<file path="src/common/jtb_consts.vh">
// Purpose: constants shared by the boundary-scan test port
// Assumes: included by its bare name from hw/ design files
// Notes: state codes are plain binary, one per controller state
`ifndef JTB_CONSTS_VH
`define JTB_CONSTS_VH

// Controller states
`define JTB_ST_RESET 4'h0
`define JTB_ST_IDLE 4'h1
`define JTB_ST_SELDR 4'h2
`define JTB_ST_CAPDR 4'h3
`define JTB_ST_SHDR 4'h4
`define JTB_ST_EX1DR 4'h5
`define JTB_ST_PAUDR 4'h6
`define JTB_ST_EX2DR 4'h7
`define JTB_ST_UPDR 4'h8
`define JTB_ST_SELIR 4'h9
`define JTB_ST_CAPIR 4'hA
`define JTB_ST_SHIR 4'hB
`define JTB_ST_EX1IR 4'hC
`define JTB_ST_PAUIR 4'hD
`define JTB_ST_EX2IR 4'hE
`define JTB_ST_UPIR 4'hF

// Instruction codes
`define JTB_OP_EXTEST 3'h0
`define JTB_OP_IDCODE 3'h1
`define JTB_OP_SAMPLE 3'h2
`define JTB_OP_BYPASS 3'h7
`define JTB_IR_CAPT 3'h1

// Data register selection
`define JTB_SEL_BSR 2'h0
`define JTB_SEL_ID 2'h1
`define JTB_SEL_BYP 2'h2

// Levels and fixed bits
`define JTB_PULL_LVL 1'h1
`define JTB_ID_LSB 1'h1
`define JTB_BYP_CAPT 1'h0

`endif

</file>
<file path="src/hw/jtb_tap_fsm.v">
// Purpose: sixteen-state test controller, stepped once per test clock rise
// Assumes: tckRise is a one-cycle pulse aligned with a sampled tms
// Notes: scan reset forces the reset state without the clock
`timescale 1ns/1ps
`default_nettype none
`include "jtb_consts.vh"

module jtb_tap_fsm (
   input wire clock,          // System clock
   input wire rstScan_n,      // Scan reset, active low
   input wire tckRise,        // Test clock rising edge pulse
   input wire tms,            // Sampled mode select
   output reg [3:0] state_r   // Current controller state
);

   reg [3:0] state_nxt;

   // Standard transition table on the sampled mode select
   always @* begin
      case (state_r)
         `JTB_ST_RESET: state_nxt = tms ? `JTB_ST_RESET : `JTB_ST_IDLE;
         `JTB_ST_IDLE: state_nxt = tms ? `JTB_ST_SELDR : `JTB_ST_IDLE;
         `JTB_ST_SELDR: state_nxt = tms ? `JTB_ST_SELIR : `JTB_ST_CAPDR;
         `JTB_ST_CAPDR: state_nxt = tms ? `JTB_ST_EX1DR : `JTB_ST_SHDR;
         `JTB_ST_SHDR: state_nxt = tms ? `JTB_ST_EX1DR : `JTB_ST_SHDR;
         `JTB_ST_EX1DR: state_nxt = tms ? `JTB_ST_UPDR : `JTB_ST_PAUDR;
         `JTB_ST_PAUDR: state_nxt = tms ? `JTB_ST_EX2DR : `JTB_ST_PAUDR;
         `JTB_ST_EX2DR: state_nxt = tms ? `JTB_ST_UPDR : `JTB_ST_SHDR;
         `JTB_ST_UPDR: state_nxt = tms ? `JTB_ST_SELDR : `JTB_ST_IDLE;
         `JTB_ST_SELIR: state_nxt = tms ? `JTB_ST_RESET : `JTB_ST_CAPIR;
         `JTB_ST_CAPIR: state_nxt = tms ? `JTB_ST_EX1IR : `JTB_ST_SHIR;
         `JTB_ST_SHIR: state_nxt = tms ? `JTB_ST_EX1IR : `JTB_ST_SHIR;
         `JTB_ST_EX1IR: state_nxt = tms ? `JTB_ST_UPIR : `JTB_ST_PAUIR;
         `JTB_ST_PAUIR: state_nxt = tms ? `JTB_ST_EX2IR : `JTB_ST_PAUIR;
         `JTB_ST_EX2IR: state_nxt = tms ? `JTB_ST_UPIR : `JTB_ST_SHIR;
         `JTB_ST_UPIR: state_nxt = tms ? `JTB_ST_SELDR : `JTB_ST_IDLE;
         default: state_nxt = `JTB_ST_RESET;
      endcase
   end

   // Advance only on a test clock rise
   always @(posedge clock or negedge rstScan_n) begin
      if (!rstScan_n) begin
         state_r <= `JTB_ST_RESET; // RQ20
      end else if (tckRise) begin
         state_r <= state_nxt; // RQ2
      end
   end

endmodule // jtb_tap_fsm
`default_nettype wire

</file>
<file path="src/hw/jtb_tap_top.v">
// Purpose: boundary-scan test port with controller, instruction and data registers
// Assumes: test clock far slower than clock, at least 4 clock periods per phase
// Notes: all test pins are oversampled; nothing runs on the test clock itself
//        test reset asserts at once and releases on the clock
//        unknown instruction codes fall back to bypass
//        boundary chain: input cells low, output cells high
//        identification fields are arbitrary parameter values
//
// Behaviour
// RQ1 - Four test inputs, one serial output
// RQ2 - Mode select sampled each test clock rise
// RQ3 - Mode select and data idle high
// RQ4 - Serial data sampled on test clock rise
// RQ5 - Serial data goes to instruction or data
// RQ6 - Serial output changes on falling edge
// RQ7 - Output released when not shifting
// RQ8 - Test reset clears whole scan structure
// RQ9 - Scanning never disturbs functional logic
// RQ10 - Controller makes capture, shift, update controls
// RQ11 - Three-bit serially loaded instruction register
// RQ12 - Code 000 drives pins from scan
// RQ13 - Code 010 samples on rise, preloads on fall
// RQ14 - Code 001 identification, default after reset
// RQ15 - Code 111 single-bit bypass path
// RQ16 - Internal test and self-test absent
// RQ17 - Boundary, bypass and identification data registers
// RQ18 - Identification: version, part, maker, one
// RQ19 - Version carries part revision only
// RQ20 - Sixteen-state controller, asynchronous test reset
// RQ21 - Bypass captures zero; unused codes bypass
// RQ22 - Tester changes inputs away from rise
`timescale 1ns/1ps
`default_nettype none
`include "jtb_consts.vh"

module jtb_tap_top #(
   parameter NIN = 4,                 // Boundary input cells
   parameter NOUT = 4,                // Boundary output cells
   parameter [3:0] ID_VERSION = 4'h1, // Part revision, arbitrary value
   parameter [15:0] ID_PART = 16'h1234, // Part number, arbitrary value
   parameter [10:0] ID_MAKER = 11'h2AB  // Maker code, arbitrary value
) (
   input wire clock,                 // System clock, 40 MHz
   input wire rst_n,                 // Asynchronous reset, active low
   input wire tckPin,                // Test clock pin
   input wire tmsPin,                // Test mode select pin
   input wire tdiPin,                // Test data in pin
   input wire trstPin_n,             // Test reset pin, active low
   output wire tdo,                  // Test data out
   output wire tdoOe,                // Test data out drive enable
   input wire [NIN-1:0] padIn,       // Levels at input pins
   input wire [NOUT-1:0] coreOut,    // Functional output values
   output wire [NOUT-1:0] padOut,    // Values driven to output pins
   output wire [NIN-1:0] coreIn      // Values presented to the core
);

   localparam BLEN = NIN + NOUT;
   localparam [31:0] ID_VALUE = {ID_VERSION, ID_PART, ID_MAKER, `JTB_ID_LSB};

   // Data register chosen by an instruction; unknown codes fall to bypass
   // Reserved codes give no pin isolation, so a stray code is harmless
   function [1:0] drSelect;
      input [2:0] op;
      begin
         case (op)
            `JTB_OP_EXTEST: drSelect = `JTB_SEL_BSR; // RQ12
            `JTB_OP_SAMPLE: drSelect = `JTB_SEL_BSR; // RQ13
            `JTB_OP_IDCODE: drSelect = `JTB_SEL_ID; // RQ14
            default: drSelect = `JTB_SEL_BYP; // RQ15 RQ16 RQ21
         endcase
      end
   endfunction

   // True in either shift state; the driver is enabled only there
   function isShift;
      input [3:0] st;
      begin
         isShift = (st == `JTB_ST_SHIR) || (st == `JTB_ST_SHDR);
      end
   endfunction

   // Reset, edge pulses and decoded selections
   wire scanArst_n;
   wire rstScan_n;
   wire tckRise;
   wire tckFall;
   wire tmsS;
   wire tdiS;
   wire [3:0] tapState;
   wire [1:0] curSel;
   wire extestOn;

   // Synchronised test pins and pads
   reg [1:0] trstSync_r;
   reg [1:0] tckSync_r;
   reg tckLast_r;
   reg [1:0] tmsSync_r;
   reg [1:0] tdiSync_r;
   reg [NIN-1:0] padInS1_r;
   reg [NIN-1:0] padInS2_r;

   // Instruction and data registers
   reg [2:0] irShift_r;
   reg [2:0] irActive_r;
   reg bypass_r;
   reg [31:0] idShift_r;
   reg [BLEN-1:0] bsShift_r;
   reg [BLEN-1:0] bsUpd_r;

   // Output flops
   reg tdo_r;
   reg tdoOe_r;
   reg tdo_nxt;
   reg [NOUT-1:0] padOut_r;
   reg [NIN-1:0] coreIn_r;

   // Test reset asserts at once, releases through two flops
   // Synchronised release so no scan flop leaves reset mid-edge
   // Functional reset also forces the scan side back to test-logic-reset
   assign scanArst_n = rst_n & trstPin_n;

   always @(posedge clock or negedge scanArst_n) begin
      if (!scanArst_n) begin
         trstSync_r <= 2'h0; // RQ8
      end else begin
         trstSync_r <= {trstSync_r[0], 1'h1};
      end
   end

   assign rstScan_n = trstSync_r[1]; // RQ8

   // Test pin synchronisers; idle level matches the pad pull-ups
   // Reset to the pull level so no false mode select follows reset
   always @(posedge clock or negedge rstScan_n) begin
      if (!rstScan_n) begin
         tckSync_r <= 2'h0;
         tckLast_r <= 1'h0;
         tmsSync_r <= {2{`JTB_PULL_LVL}}; // RQ3
         tdiSync_r <= {2{`JTB_PULL_LVL}}; // RQ3
      end else begin
         tckSync_r <= {tckSync_r[0], tckPin};
         tckLast_r <= tckSync_r[1];
         tmsSync_r <= {tmsSync_r[0], tmsPin};
         tdiSync_r <= {tdiSync_r[0], tdiPin};
      end
   end

   // Edge pulses; mode select and data share the clock's delay
   // Three clocks of latency; limits how fast the test clock may run
   assign tckRise = tckSync_r[1] & ~tckLast_r;
   assign tckFall = ~tckSync_r[1] & tckLast_r;
   assign tmsS = tmsSync_r[1];
   assign tdiS = tdiSync_r[1];

   // Controller, stepped on sampled test clock rises
   jtb_tap_fsm u_fsm (
      .clock(clock),
      .rstScan_n(rstScan_n),
      .tckRise(tckRise),
      .tms(tmsS),
      .state_r(tapState)
   );

   assign curSel = drSelect(irActive_r);
   assign extestOn = (irActive_r == `JTB_OP_EXTEST);

   // Instruction register: capture, shift on rise; update on fall
   // Shift copy and active copy split so pins hold during a shift
   // Test-logic-reset reloads identification at every fall it sees
   always @(posedge clock or negedge rstScan_n) begin
      if (!rstScan_n) begin
         irShift_r <= `JTB_IR_CAPT;
         irActive_r <= `JTB_OP_IDCODE; // RQ14 RQ8
      end else begin
         if (tckRise) begin
            if (tapState == `JTB_ST_CAPIR) begin
               irShift_r <= `JTB_IR_CAPT; // RQ10
            end else if (tapState == `JTB_ST_SHIR) begin
               irShift_r <= {tdiS, irShift_r[2:1]}; // RQ11 RQ4 RQ5
            end
         end
         if (tckFall) begin
            if (tapState == `JTB_ST_RESET) begin
               irActive_r <= `JTB_OP_IDCODE; // RQ14
            end else if (tapState == `JTB_ST_UPIR) begin
               irActive_r <= irShift_r; // RQ11
            end
         end
      end
   end

   // Bypass bit: zero on capture, one stage when shifting
   // Other registers hold their contents while bypass is chosen
   always @(posedge clock or negedge rstScan_n) begin
      if (!rstScan_n) begin
         bypass_r <= `JTB_BYP_CAPT;
      end else if (tckRise && curSel == `JTB_SEL_BYP) begin
         if (tapState == `JTB_ST_CAPDR) begin
            bypass_r <= `JTB_BYP_CAPT; // RQ21
         end else if (tapState == `JTB_ST_SHDR) begin
            bypass_r <= tdiS; // RQ15 RQ4
         end
      end
   end

   // Identification: fixed word loaded on capture, shifted out LSB first
   // Shifted-in bits are thrown away at the next capture
   always @(posedge clock or negedge rstScan_n) begin
      if (!rstScan_n) begin
         idShift_r <= 32'h0;
      end else if (tckRise && curSel == `JTB_SEL_ID) begin
         if (tapState == `JTB_ST_CAPDR) begin
            idShift_r <= ID_VALUE; // RQ18 RQ19
         end else if (tapState == `JTB_ST_SHDR) begin
            idShift_r <= {tdiS, idShift_r[31:1]}; // RQ5
         end
      end
   end

   // Boundary chain: low cells are inputs, high cells are outputs
   // Capture sees output cells as driven, not raw core values
   // Input cells take synchronised pins to avoid metastable capture
   always @(posedge clock or negedge rstScan_n) begin
      if (!rstScan_n) begin
         bsShift_r <= {BLEN{1'h0}};
      end else if (tckRise && curSel == `JTB_SEL_BSR) begin
         if (tapState == `JTB_ST_CAPDR) begin
            bsShift_r <= {padOut_r, padInS2_r}; // RQ13
         end else if (tapState == `JTB_ST_SHDR) begin
            bsShift_r <= {tdiS, bsShift_r[BLEN-1:1]}; // RQ17
         end
      end
   end

   // Boundary update latches: preload or extest values land on the fall
   // Pins move only on update, never during the shift itself
   always @(posedge clock or negedge rstScan_n) begin
      if (!rstScan_n) begin
         bsUpd_r <= {BLEN{1'h0}};
      end else if (tckFall && tapState == `JTB_ST_UPDR && curSel == `JTB_SEL_BSR) begin
         bsUpd_r <= bsShift_r; // RQ13 RQ12
      end
   end

   // Serial output source for the current state
   // Holds the last bit outside shift so the pin settles quietly
   always @* begin
      tdo_nxt = tdo_r;
      if (tapState == `JTB_ST_SHIR) begin
         tdo_nxt = irShift_r[0];
      end else if (tapState == `JTB_ST_SHDR) begin
         case (curSel)
            `JTB_SEL_BSR: tdo_nxt = bsShift_r[0];
            `JTB_SEL_ID: tdo_nxt = idShift_r[0];
            default: tdo_nxt = bypass_r;
         endcase
      end
   end

   // Output changes on the fall so the tester reads it at the rise
   // Half a test clock of margin before the tester samples
   always @(posedge clock or negedge rstScan_n) begin
      if (!rstScan_n) begin
         tdo_r <= 1'h0;
         tdoOe_r <= 1'h0; // RQ7
      end else if (tckFall) begin
         tdo_r <= tdo_nxt; // RQ6 RQ22
         tdoOe_r <= isShift(tapState); // RQ7
      end
   end

   // Input pins pass two flops before the chain sees them, and a third before the core does
   // One copy feeds both core path and chain, keeping them aligned
   always @(posedge clock or negedge rst_n) begin
      if (!rst_n) begin
         padInS1_r <= {NIN{1'h0}};
         padInS2_r <= {NIN{1'h0}};
      end else begin
         padInS1_r <= padIn;
         padInS2_r <= padInS1_r;
      end
   end

   // Pin mux: only extest cuts the core off; other codes leave it alone
   // One clock of pin latency, traded for outputs straight from flops
   // Reserved codes keep the functional path, as sample does
   always @(posedge clock or negedge rst_n) begin
      if (!rst_n) begin
         padOut_r <= {NOUT{1'h0}};
         coreIn_r <= {NIN{1'h0}};
      end else if (extestOn) begin
         padOut_r <= bsUpd_r[BLEN-1:NIN]; // RQ12
         coreIn_r <= bsUpd_r[NIN-1:0]; // RQ12
      end else begin
         padOut_r <= coreOut; // RQ9
         coreIn_r <= padInS2_r; // RQ9
      end
   end

   assign tdo = tdo_r; // RQ1
   assign tdoOe = tdoOe_r;
   assign padOut = padOut_r;
   assign coreIn = coreIn_r;

endmodule // jtb_tap_top
`default_nettype wire

</file>
<file path="config.mk">
export PLATFORM = sky130hd
export DESIGN_NAME = jtb_tap_top
export DESIGN_NICKNAME = d
export VERILOG_FILES = /design/src/hw/jtb_tap_fsm.v /design/src/hw/jtb_tap_top.v
export VERILOG_INCLUDE_DIRS = /design/src /design/src/common
export SDC_FILE = /design/constraint.sdc
export NUM_CORES = 1
export LEC_CHECK = 0
export ABC_CLOCK_PERIOD_IN_PS = 2000
export BUFFER_PORTS_ARGS = -buffer_cell sky130_fd_sc_hd__clkbuf_2
export CAP_MARGIN = 20
export CORE_MARGIN = 10
export CORE_UTILIZATION = 43
export CTS_CLUSTER_SIZE = 28
export DETAILED_ROUTE_END_ITERATION = 10
export PLACE_DENSITY_LB_ADDON = 0.1
export RECOVER_POWER = 50
export SYNTH_ARGS = -nofsm -noshare
export SYNTH_HDL_FRONTEND = slang
export SYNTH_SLANG_ARGS = --single-unit
export TNS_END_PERCENT = 30
</file>
<file path="constraint.sdc">
create_clock -name clock -period 2 [get_ports clock]
set_input_delay 0.1 -clock clock [delete_from_list [all_inputs] [get_ports clock]]
set_output_delay 0.1 -clock clock [all_outputs]
set_load 0.03 [all_outputs]
</file>
==> metrics.txt, run 1 <==
status finished, final reports clean; Clk pin slew, worst setup/hold paths ~90 ps; number of global-route vias before repair around 2500; global-route total usage across every layer 11.8%; worst slew pin tran roughly 900 ps; global-route met1 utilization between 10% and 20%; maximum number of pins on one net before global-route repair 69; detailed placer's ending HPWL about 4400 um; share of total power in the clock network between 20% and 30%; Fin. Hold Viols 0; internal power component about 0.0036 W; fin. max-slew vios 0; final estimated routing congestion in global placement 0.785; DR vias between 2000 and 2500; antenna-violating nets left 0; gr ovfl total 0; share of the cycle needed by the critical path after routing 84.9%; filler-free cell count of the finished design approximately 490; post-synth cell types 46; combinational group share of total power a little under a third; busiest layer in global routing met2; global-route wire length before repair roughly 12000 um; Worst VDD drop 0.637 mV; row count 33; Antenna Cells 0; # IOs 24; Async SR Flop Fraction 100%; f_max between 500 and 600 MHz; dominant synthesized flop cell sky130_fd_sc_hd__dfrtp_1; Buffers on Ports 23; part of the total power dissipated in sequential elements a little under half; data required time of the worst path ~2300 ps; met3 track demand over resource 4.13%; initial drt markers between 100 and 150; mean number of vias per cell 5.04; CTS hold repair buffers 14; Power Density 1340 nW/um2; post-placement setup slack around 310 ps; max_cap viols 0; total DRC errors in the routed layout 0; antenna violations before repair 0; number of synthesized flops with an enable pin 0; TritonCTS buffer count 9; aggregate routed wire length around 6800 um; maximum fanout encountered on the critical timing path 9; met2 Resource Use GR around 17%; cell total after placement 455; height of the die around 110 um; post-layout power around 0.0056 W; total clock sinks 86; #FFs+latches synth 86; post-route setup slack 302 ps; Max Buffers Root-to-Sink 2; Crit Path Category reg -> reg; Die W approximately 110 um; Pre-antenna DRT Iters 4; H-tree depth reported by CTS 3; overall die area around 12000 um2; minimum clock period about 1700 ps; post-synthesis cell count approximately 340; number of setup violations in the final report 0; Core Box Area roughly 8200 um2; net count of the mapped netlist 350; worst setup skew after layout approximately 7.6 ps; layout overhead on the synthesized area 16.6%; net switching component of the power a little over 0.002 W; initial core utilization 43.9%; type of destination of the critical path flop; Warnings, synthesis 0; nets@finish around 390; launching element type of the critical path flop; post-CTS resize count 0; proportion of total power due to net switching 36.2%; Hold Path Class reg -> reg; accumulated negative setup slack 0 ps; master cell of the clock root buffer sky130_fd_sc_hd__clkbuf_8; Seq/Total Area, Yosys roughly 60%; Lkg Pwr 1.88 nW; unrepaired setup endpoints after global routing no; fraction of final layout cells sized beyond drive strength 1 roughly 22%; clock latency on the worst-skew pair around 360 ps; average cell area after synthesis about 11 um2; area of the mapped netlist ~3600 um2; Post-CTS Setup Inserts 0; clock tree from TritonCTS yes; Worst slew margin between 30% and 40%; Arr. time, crit path 1950 ps; routed length per instance roughly 14 um
area by class of cell:
class | instances | area, um2
clock buffer | 10 | 128
clock inverter | 6 | 71.3
fill | 765 | 3990
inverter | 7 | 26.3
multi-input combinational | 222 | 1320
sequential | 86 | 2160
tap | 105 | 131
timing repair buffer | 49 | 357
logic make-up after synthesis:
logic type / synth area share, %
compound gates: 12.3
other cells: 0.104
mux: 7.59
flops: 60.1
simple gates: 16.4
buf+inv: 3.48
metal layers:
layer,routed length [um],part of all wire [%]
met2,2960,44
met4,110,1.6
met5,0,0
met3,364,5.3
met1,3370,50
power groups by stage:
stage | registers [W] | logic, W | clock network, W
finish | 0.00262 | 0.00173 | 0.00125
global route | 0.00270 | 0.00195 | 0.00137
CTS | 0.00263 | 0.00176 | 0.00130
detailed placement | 0.00265 | 0.00173 | 0
global placement | 0.00266 | 0.00171 | 0
floorplan | 0.00273 | 0.00115 | 0
synthesized netlist by cell type, types with 2 or more instances:
| cell type | number | area [um2] |
|---|---|---|
| sky130_fd_sc_hd__buf_2 | 14 | 70.1 |
| sky130_fd_sc_hd__a21oi_1 | 7 | 35.0 |
| sky130_fd_sc_hd__nor2_1 | 20 | 75.1 |
| sky130_fd_sc_hd__o31ai_1 | 2 | 15.0 |
| sky130_fd_sc_hd__nand3_1 | 6 | 30.0 |
| sky130_fd_sc_hd__clkbuf_1 | 5 | 18.8 |
| sky130_fd_sc_hd__mux2i_1 | 7 | 70.1 |
| sky130_fd_sc_hd__nor3_1 | 3 | 15.0 |
| sky130_fd_sc_hd__and2_1 | 3 | 18.8 |
| sky130_fd_sc_hd__nand2_1 | 63 | 236 |
| sky130_fd_sc_hd__a32oi_1 | 2 | 17.5 |
| sky130_fd_sc_hd__nor2b_1 | 5 | 31.3 |
| sky130_fd_sc_hd__inv_1 | 7 | 26.3 |
| sky130_fd_sc_hd__mux2_2 | 18 | 203 |
| sky130_fd_sc_hd__o21ai_1 | 11 | 55.1 |
| sky130_fd_sc_hd__dfrtp_1 | 80 | 2000 |
| sky130_fd_sc_hd__nand4_1 | 3 | 18.8 |
| sky130_fd_sc_hd__dfstp_2 | 6 | 158 |
| sky130_fd_sc_hd__nand2b_1 | 3 | 18.8 |
| sky130_fd_sc_hd__nor3_2 | 2 | 20.0 |
| sky130_fd_sc_hd__a31oi_1 | 4 | 25.0 |
| sky130_fd_sc_hd__clkbuf_2 | 2 | 10.0 |
| sky130_fd_sc_hd__o21ai_0 | 40 | 200 |
critical path, stage by stage, from the launching register on:
cell,delay (ps)
sky130_fd_sc_hd__dfrtp_1,480
sky130_fd_sc_hd__nor3b_2,350
sky130_fd_sc_hd__nor2_1,70
sky130_fd_sc_hd__nor4_1,330
sky130_fd_sc_hd__mux2_2,370
cells in the final DEF, fill, tap and decap left out, types with 3 or more instances in the layout:
master / netlist / routed
sky130_fd_sc_hd__a21oi_1: 7 / 7
sky130_fd_sc_hd__a31oi_1: 4 / 4
sky130_fd_sc_hd__and2_1: 3 / 3
sky130_fd_sc_hd__buf_4: 0 / 10
sky130_fd_sc_hd__clkbuf_2: 2 / 22
sky130_fd_sc_hd__clkbuf_8: 0 / 9
sky130_fd_sc_hd__dfrtp_1: 80 / 79
sky130_fd_sc_hd__dfstp_2: 6 / 6
sky130_fd_sc_hd__dlygate4sd3_1: 0 / 14
sky130_fd_sc_hd__inv_1: 7 / 7
sky130_fd_sc_hd__mux2_2: 18 / 18
sky130_fd_sc_hd__mux2i_1: 7 / 7
sky130_fd_sc_hd__nand2_1: 63 / 63
sky130_fd_sc_hd__nand2b_1: 3 / 3
sky130_fd_sc_hd__nand3_1: 6 / 6
sky130_fd_sc_hd__nand4_1: 3 / 3
sky130_fd_sc_hd__nor2_1: 20 / 20
sky130_fd_sc_hd__nor2b_1: 5 / 5
sky130_fd_sc_hd__nor3_1: 3 / 3
sky130_fd_sc_hd__o21ai_0: 40 / 40
sky130_fd_sc_hd__o21ai_1: 11 / 11
final timing paths:
check                                        startpoint                      end  slack [ps]  cells after the start
hold / removal                   padInS1_r[2]$_DFF_PN0_   padInS2_r[2]$_DFF_PN0_         350                      0
setup reg to reg           u_fsm.state_r[0]$_DFFE_PN0P_     bypass_r$_DFFE_PN0P_         300                      4
hold reg to reg                  padInS1_r[2]$_DFF_PN0_   padInS2_r[2]$_DFF_PN0_         350                      0
max in group asynchronous                         rst_n  trstSync_r[1]$_DFF_PN0_         510                      4
setup / recovery           u_fsm.state_r[0]$_DFFE_PN0P_     bypass_r$_DFFE_PN0P_         300                      4
min in group asynchronous                         rst_n   padInS1_r[0]$_DFF_PN0_         360                      2
flip-flops by register name, indices dropped and copies added (netlist names):
register,count
bypass_r,1
irActive_r,3
coreIn,4
idShift_r,32
tmsSync_r,2
bsUpd_r,8
tckLast_r,1
padOut,4
bsShift_r,8
padInS1_r,4
tckSync_r,2
u_fsm.state_r,4
irShift_r,3
padInS2_r,4
tdoOe,1
tdiSync_r,2
trstSync_r,2
tdo,1
per-stage QoR:
stage                     util [%]  instance area [um2]  hold slack (ps)
final                         51.3                 4190              354
after global placement        47.3                 3860            -9.74
after global routing          51.3                 4190              363
after detailed placement      47.3                 3860            -1.58
after floorplan                  -                 3590             -196
after CTS                     51.4                 4200              197
Note: power is estimated with default switching activity, not from simulation.
==> inputs of run 2 (changes only) <==
- ABC_CLOCK_PERIOD_IN_PS: 2000 -> 1460
- clock period: 2 -> 1.46 ns (I/O delays scaled with it)
==> metrics.txt, run 2 (synthesis gave the netlist of run 1 again) <==
Pre-antenna DRT Iters 4; Top Registers idShift_r (32), bsShift_r (8), bsUpd_r (8); number of setup violations in the final report 56; share of the cycle needed by the critical path after routing 108%; row count 33; detailed placer's ending HPWL between 4000 and 5000 um; global-route wire length before repair between 10000 and 15000 um; Die W between 100 and 150 um; number of buffers and inverters on the critical path 1; Clk pin slew, worst setup/hold paths ~90 ps; Lkg Pwr 2.14 nW; worst slack on hold paths 333 ps; filler-free cell count of the finished design 520; unrepaired setup endpoints after global routing yes; total DRC errors in the routed layout 0; Hold Path Class in -> async; Worst slew margin a little under two fifths; Top Family by Delay on Critical Path simple AND/OR/NAND/NOR gates; nets@finish around 420; DR vias 2600; Fin. Hold Viols 0; # IOs 24; Worst VDD drop a little over 0.9 mV; mean number of vias per cell around 5.0; max_cap viols 0; largest reg by FF count idShift_r; area used by multi-input combinational logic ~1500 um2; Crit Path Category reg -> reg; gr ovfl total 0; Core Box Area 8180 um2; layout overhead on the synthesized area 32.7%; Power Density about 1900 nW/um2; launching element of the worst setup path u_fsm.state_r[3]$_DFFE_PN0P_; Buffers on Ports 23; commonest non-fill, non-tap cells in the layout sky130_fd_sc_hd__dfrtp_1 (76), sky130_fd_sc_hd__nand2_1 (57), sky130_fd_sc_hd__o21ai_1 (38); antenna-violating nets left 0; clock latency on the worst-skew pair about 360 ps; worst setup skew after layout about 8 ps; post-route setup slack -116 ps; most common cell after layout, fill and taps aside sky130_fd_sc_hd__dfrtp_1; number of filler cells placed in the layout roughly 700; minimum clock period 1580 ps; Antenna Cells 0; Arr. time, crit path between 1500 and 2000 ps; initial core utilization a little over two fifths; cell with the largest stage delay on the worst path sky130_fd_sc_hd__or4_4; Util after Layout just under 60%; cell total after placement 476; worst reg2reg startpoint u_fsm.state_r[3]$_DFFE_PN0P_; f_max approximately 630 MHz; overall die area approximately 12000 um2; status complete, but fails checks; flip-flop count of the largest register, all copies and words added 32; violations in the final reports setup timing; data required time of the worst path 1740 ps; critical path cell sequence buf_6, or4_4, a21oi_4, nor2_2, a31oi_1; maximum fanout encountered on the critical timing path 6; antenna violations before repair 0; type of destination of the critical path flop; maximum number of pins on one net before global-route repair 69; height of the die around 110 um; aggregate routed wire length approximately 7600 um; fraction of final layout cells sized beyond drive strength 1 a little over a third; fin. max-slew vios 0; clock tree from TritonCTS yes; number of global-route vias before repair roughly 2600; TritonCTS buffer count 9; global-route total usage across every layer approximately an eighth; total clock sinks 86; area of all sequential standard cells about 2200 um2; Max Buffers Root-to-Sink 2; H-tree depth reported by CTS 3; final estimated routing congestion in global placement roughly 0.77; delay of the slowest cell on the worst path 550 ps; master cell of the clock root buffer sky130_fd_sc_hd__clkbuf_8; worst slew pin tran between 900 and 1000 ps; routed length per instance 14.7 um; initial drt markers between 100 and 150; launching element type of the critical path flop
[run 2: cell types whose count changed in the layout (fill, tap and decap cells not counted), moves of 4 or more]
cell / before / now
sky130_fd_sc_hd__o21ai_0: 40 / 9
sky130_fd_sc_hd__nand2_1: 63 / 57
sky130_fd_sc_hd__buf_6: 0 / 8
sky130_fd_sc_hd__o21ai_2: 0 / 4
sky130_fd_sc_hd__buf_12: 1 / 7
sky130_fd_sc_hd__o21ai_1: 11 / 38
sky130_fd_sc_hd__nand2_2: 0 / 6
sky130_fd_sc_hd__buf_4: 10 / 27
[run 2: worst paths after layout]
check	to	depth (start not counted)	slack, ps
hold / removal	padInS1_r[0]$_DFF_PN0_	2	330
hold reg to reg	tckSync_r[1]$_DFF_PN0_	0	360
min in group clock	tdiSync_r[0]$_DFF_PN1_	2	340
setup reg to reg	irActive_r[0]$_DFFE_PN1P_	5	-120
max in group asynchronous	trstSync_r[1]$_DFF_PN0_	4	-20
setup / recovery	irActive_r[0]$_DFFE_PN1P_	5	-120
[run 2: what timing repair did]
action                                  CTS  global route
hold buffers                             14             0
endpoints found under the hold margin    29             0
resized for setup                        36            41
pin swaps                                 2            17
setup buffers                             3             7
endpoints found under the setup margin   42            61
gates cloned                              1             3
[run 2: worst reg2reg max path, delay by kind of cell, from the launching register on]
| kind | cells | cell delay [ps] |
|---|---|---|
| AOI/OAI and AO/OA | 2 | 340 |
| buffers and inverters | 1 | 130 |
| DFF | 1 | 440 |
| and+or+nand+nor | 2 | 600 |
[run 2: report_power, final]
part / leakage [nW] / switching [W] / internal, W
clock network: 0.106 / 0.000936 / 0.000819
logic: 0.943 / 0.00182 / 0.00183
registers: 1.09 / 0.000479 / 0.00309
total: 2.14 / 0.00324 / 0.00575
[run 2: metrics by stage]
stage / power (W) / cell area, um2 / worst slack (ps) / TNS [ps]
floorplan: 0.00531 / 3590 / -86.5 / -86.5
global placement: 0.00635 / 4070 / -136 / -1140
detailed placement: 0.00638 / 4070 / -138 / -1250
CTS: 0.00838 / 4500 / -130 / -2130
global route: 0.00958 / 4770 / -204 / -7750
finish: 0.00898 / 4770 / -116 / -3270
[run 2: layer usage]
metal  GRT usage (%)  share of wire, %  routed length, um  vias up
met3            3.44               3.7                284        8
met2            19.1                46               3520       43
li1                -                 -                  -     1295
met1            16.0                49               3730     1254
met5               0                 0                  0        -
met4            4.63               1.4                110        0
[run 2: area by class of cell]
class	count	share of cell area (%)
clock buffers	9	2.60
clock inverters	7	1.71
inverters	7	0.630
multi-input cells	222	30.4
flip-flops and latches	86	45.4
well taps	105	2.76
repair buffers	84	16.5
==> inputs of run 3 (changes only) <==
- SKIP_CTS_REPAIR_TIMING: not set -> 1
==> metrics.txt, run 3 (synthesis gave the netlist of run 1 again) <==
initial drt markers between 90 and 100; launching element type of the critical path flop; combinational group share of total power a little under two fifths; worst reg2reg startpoint u_fsm.state_r[2]$_DFFE_PN0P_; number of cells traversed by the worst register-to-register path 5; critical register-to-register path endpoint irActive_r[0]$_DFFE_PN1P_; clock latency on the worst-skew pair roughly 350 ps; Hold Path Class in -> async; height of the die about 110 um; Arr. time, crit path between 1500 and 2000 ps; fraction of final layout cells sized beyond drive strength 1 a little under a third; overall die area approximately 12000 um2; filler-free cell count of the finished design 513; worst setup skew after layout 8.20 ps; Worst VDD drop 0.875 mV; Antenna Cells 0; delay of the slowest cell on the worst path between 500 and 600 ps; Core Box Area around 8200 um2; final estimated routing congestion in global placement 0.773; share of total power in the clock network slightly above 20%; proportion of total power due to net switching a little over a third; Die W roughly 110 um; Top Family by Delay on Critical Path simple AND/OR/NAND/NOR gates; fin. max-slew vios 0; Fin. Hold Viols 0; share of the cycle needed by the critical path after routing 111%; internal power component approximately 0.0054 W; data required time of the worst path around 1700 ps; number of global-route vias before repair approximately 2500; global-route total usage across every layer 11.8%; f_max about 620 MHz; most common cell after layout, fill and taps aside sky130_fd_sc_hd__dfrtp_1; antenna violations before repair 0; critical path cell sequence buf_6, or4_4, a21oi_4, nor2_2, a31oi_1; maximum fanout encountered on the critical timing path 6; H-tree depth reported by CTS 3; post-layout power around 0.0085 W; area of all sequential standard cells between 2000 and 2500 um2; Lkg Pwr approximately 2.1 nW; master cell of the clock root buffer sky130_fd_sc_hd__clkbuf_8; detailed placer's ending HPWL about 4600 um; DR vias approximately 2600; violations in the final reports setup timing; Crit Path Category reg -> reg; global-route wire length before repair about 12000 um; mean number of vias per cell 5.05; status complete, but fails checks; number of filler cells placed in the layout 713; total clock sinks 86; number of buffers and inverters on the critical path 1; accumulated negative setup slack -2730 ps; type of destination of the critical path flop; aggregate routed wire length around 7000 um; area used by multi-input combinational logic around 1400 um2; total placed instance area a little over 4000 um2; Buffers on Ports 23; cell total after placement about 480; max_cap viols 0; Top Registers idShift_r (32), bsShift_r (8), bsUpd_r (8); commonest non-fill, non-tap cells in the layout sky130_fd_sc_hd__dfrtp_1 (76), sky130_fd_sc_hd__nand2_1 (63), sky130_fd_sc_hd__o21ai_0 (30); row count 33; setup slack of the worst register-to-register path -160 ps; clock tree from TritonCTS yes; post-route setup slack -158 ps; Power Density 1850 nW/um2; routed length per instance 14.0 um; area of all placed cells without fillers ~4600 um2; nets@finish between 400 and 500; number of setup violations in the final report 55; gr ovfl total 0; part of the total power dissipated in sequential elements between 40% and 50%; cell with the largest stage delay on the worst path sky130_fd_sc_hd__or4_4; layout overhead on the synthesized area 26.9%; Clk pin slew, worst setup/hold paths 90 ps; antenna-violating nets left 0; Worst slew margin roughly two fifths; maximum number of pins on one net before global-route repair around 70; minimum clock period approximately 1600 ps; net switching component of the power around 0.003 W; Max Buffers Root-to-Sink 2; largest reg by FF count idShift_r; flip-flop count of the largest register, all copies and words added 32; initial core utilization between 40% and 50%; worst slew pin tran between 900 and 1000 ps; TritonCTS buffer count 9; # IOs 24; unrepaired setup endpoints after global routing yes; Pre-antenna DRT Iters 4; total DRC errors in the routed layout 0
run 3: cell type report:
type                            count  area share, %
Inverter                            7          0.659
Sequential cell                    86           47.5
Multi-Input combinational cell    222           30.3
Clock buffer                        9           2.72
Clock inverter                      7           1.78
Tap cell                          105           2.88
Timing Repair Buffer               77           14.2
run 3: per-layer routing:
metal  vias up  part of all wire, %  track usage, %
met5         -                    0               0
met2        34                   47            17.9
met4         0                  1.7            4.88
met1      1263                   48            15.4
met3        10                  3.4            3.65
li1       1283                    -               -
run 3: worst register-to-register path, stage by stage, from the launching register on:
cell	delay (ps)
sky130_fd_sc_hd__dfrtp_2	450
sky130_fd_sc_hd__buf_6	130
sky130_fd_sc_hd__or4_4	550
sky130_fd_sc_hd__a21oi_4	230
sky130_fd_sc_hd__nor2_2	50
sky130_fd_sc_hd__a31oi_1	140
run 3: metrics by stage:
step | setup WS, ps | util [%] | hold slack [ps]
after floorplan | -86.5 | - | -223
after global placement | -136 | 49.8 | -37.6
after detailed placement | -138 | 49.8 | -32.3
after CTS | -166 | 52.3 | -426
after global routing | -247 | 55.7 | 340
final | -158 | 55.7 | 338
run 3: worst max-delay path by stage:
| stage | slack (ps) | to | cells past startpoint | start |
|---|---|---|---|---|
| after floorplan | -90 | bypass_r$_DFFE_PN0P_ | 5 | u_fsm.state_r[2]$_DFFE_PN0P_ |
| after global placement | -140 | bypass_r$_DFFE_PN0P_ | 4 | u_fsm.state_r[0]$_DFFE_PN0P_ |
| after detailed placement | -140 | bypass_r$_DFFE_PN0P_ | 4 | u_fsm.state_r[0]$_DFFE_PN0P_ |
| after CTS | -170 | bypass_r$_DFFE_PN0P_ | 4 | u_fsm.state_r[0]$_DFFE_PN0P_ |
| after global routing | -250 | irActive_r[0]$_DFFE_PN1P_ | 5 | u_fsm.state_r[2]$_DFFE_PN0P_ |
| final | -160 | irActive_r[0]$_DFFE_PN1P_ | 5 | u_fsm.state_r[2]$_DFFE_PN0P_ |
run 3: power groups by stage:
| stage | clock, W | combinational [W] | sequential (W) |
|---|---|---|---|
| finish | 0.00173 | 0.00318 | 0.00354 |
| global route | 0.00190 | 0.00352 | 0.00365 |
| CTS | 0.00181 | 0.00283 | 0.00353 |
| detailed placement | 0 | 0.00282 | 0.00357 |
| global placement | 0 | 0.00278 | 0.00357 |
| floorplan | 0 | 0.00158 | 0.00373 |
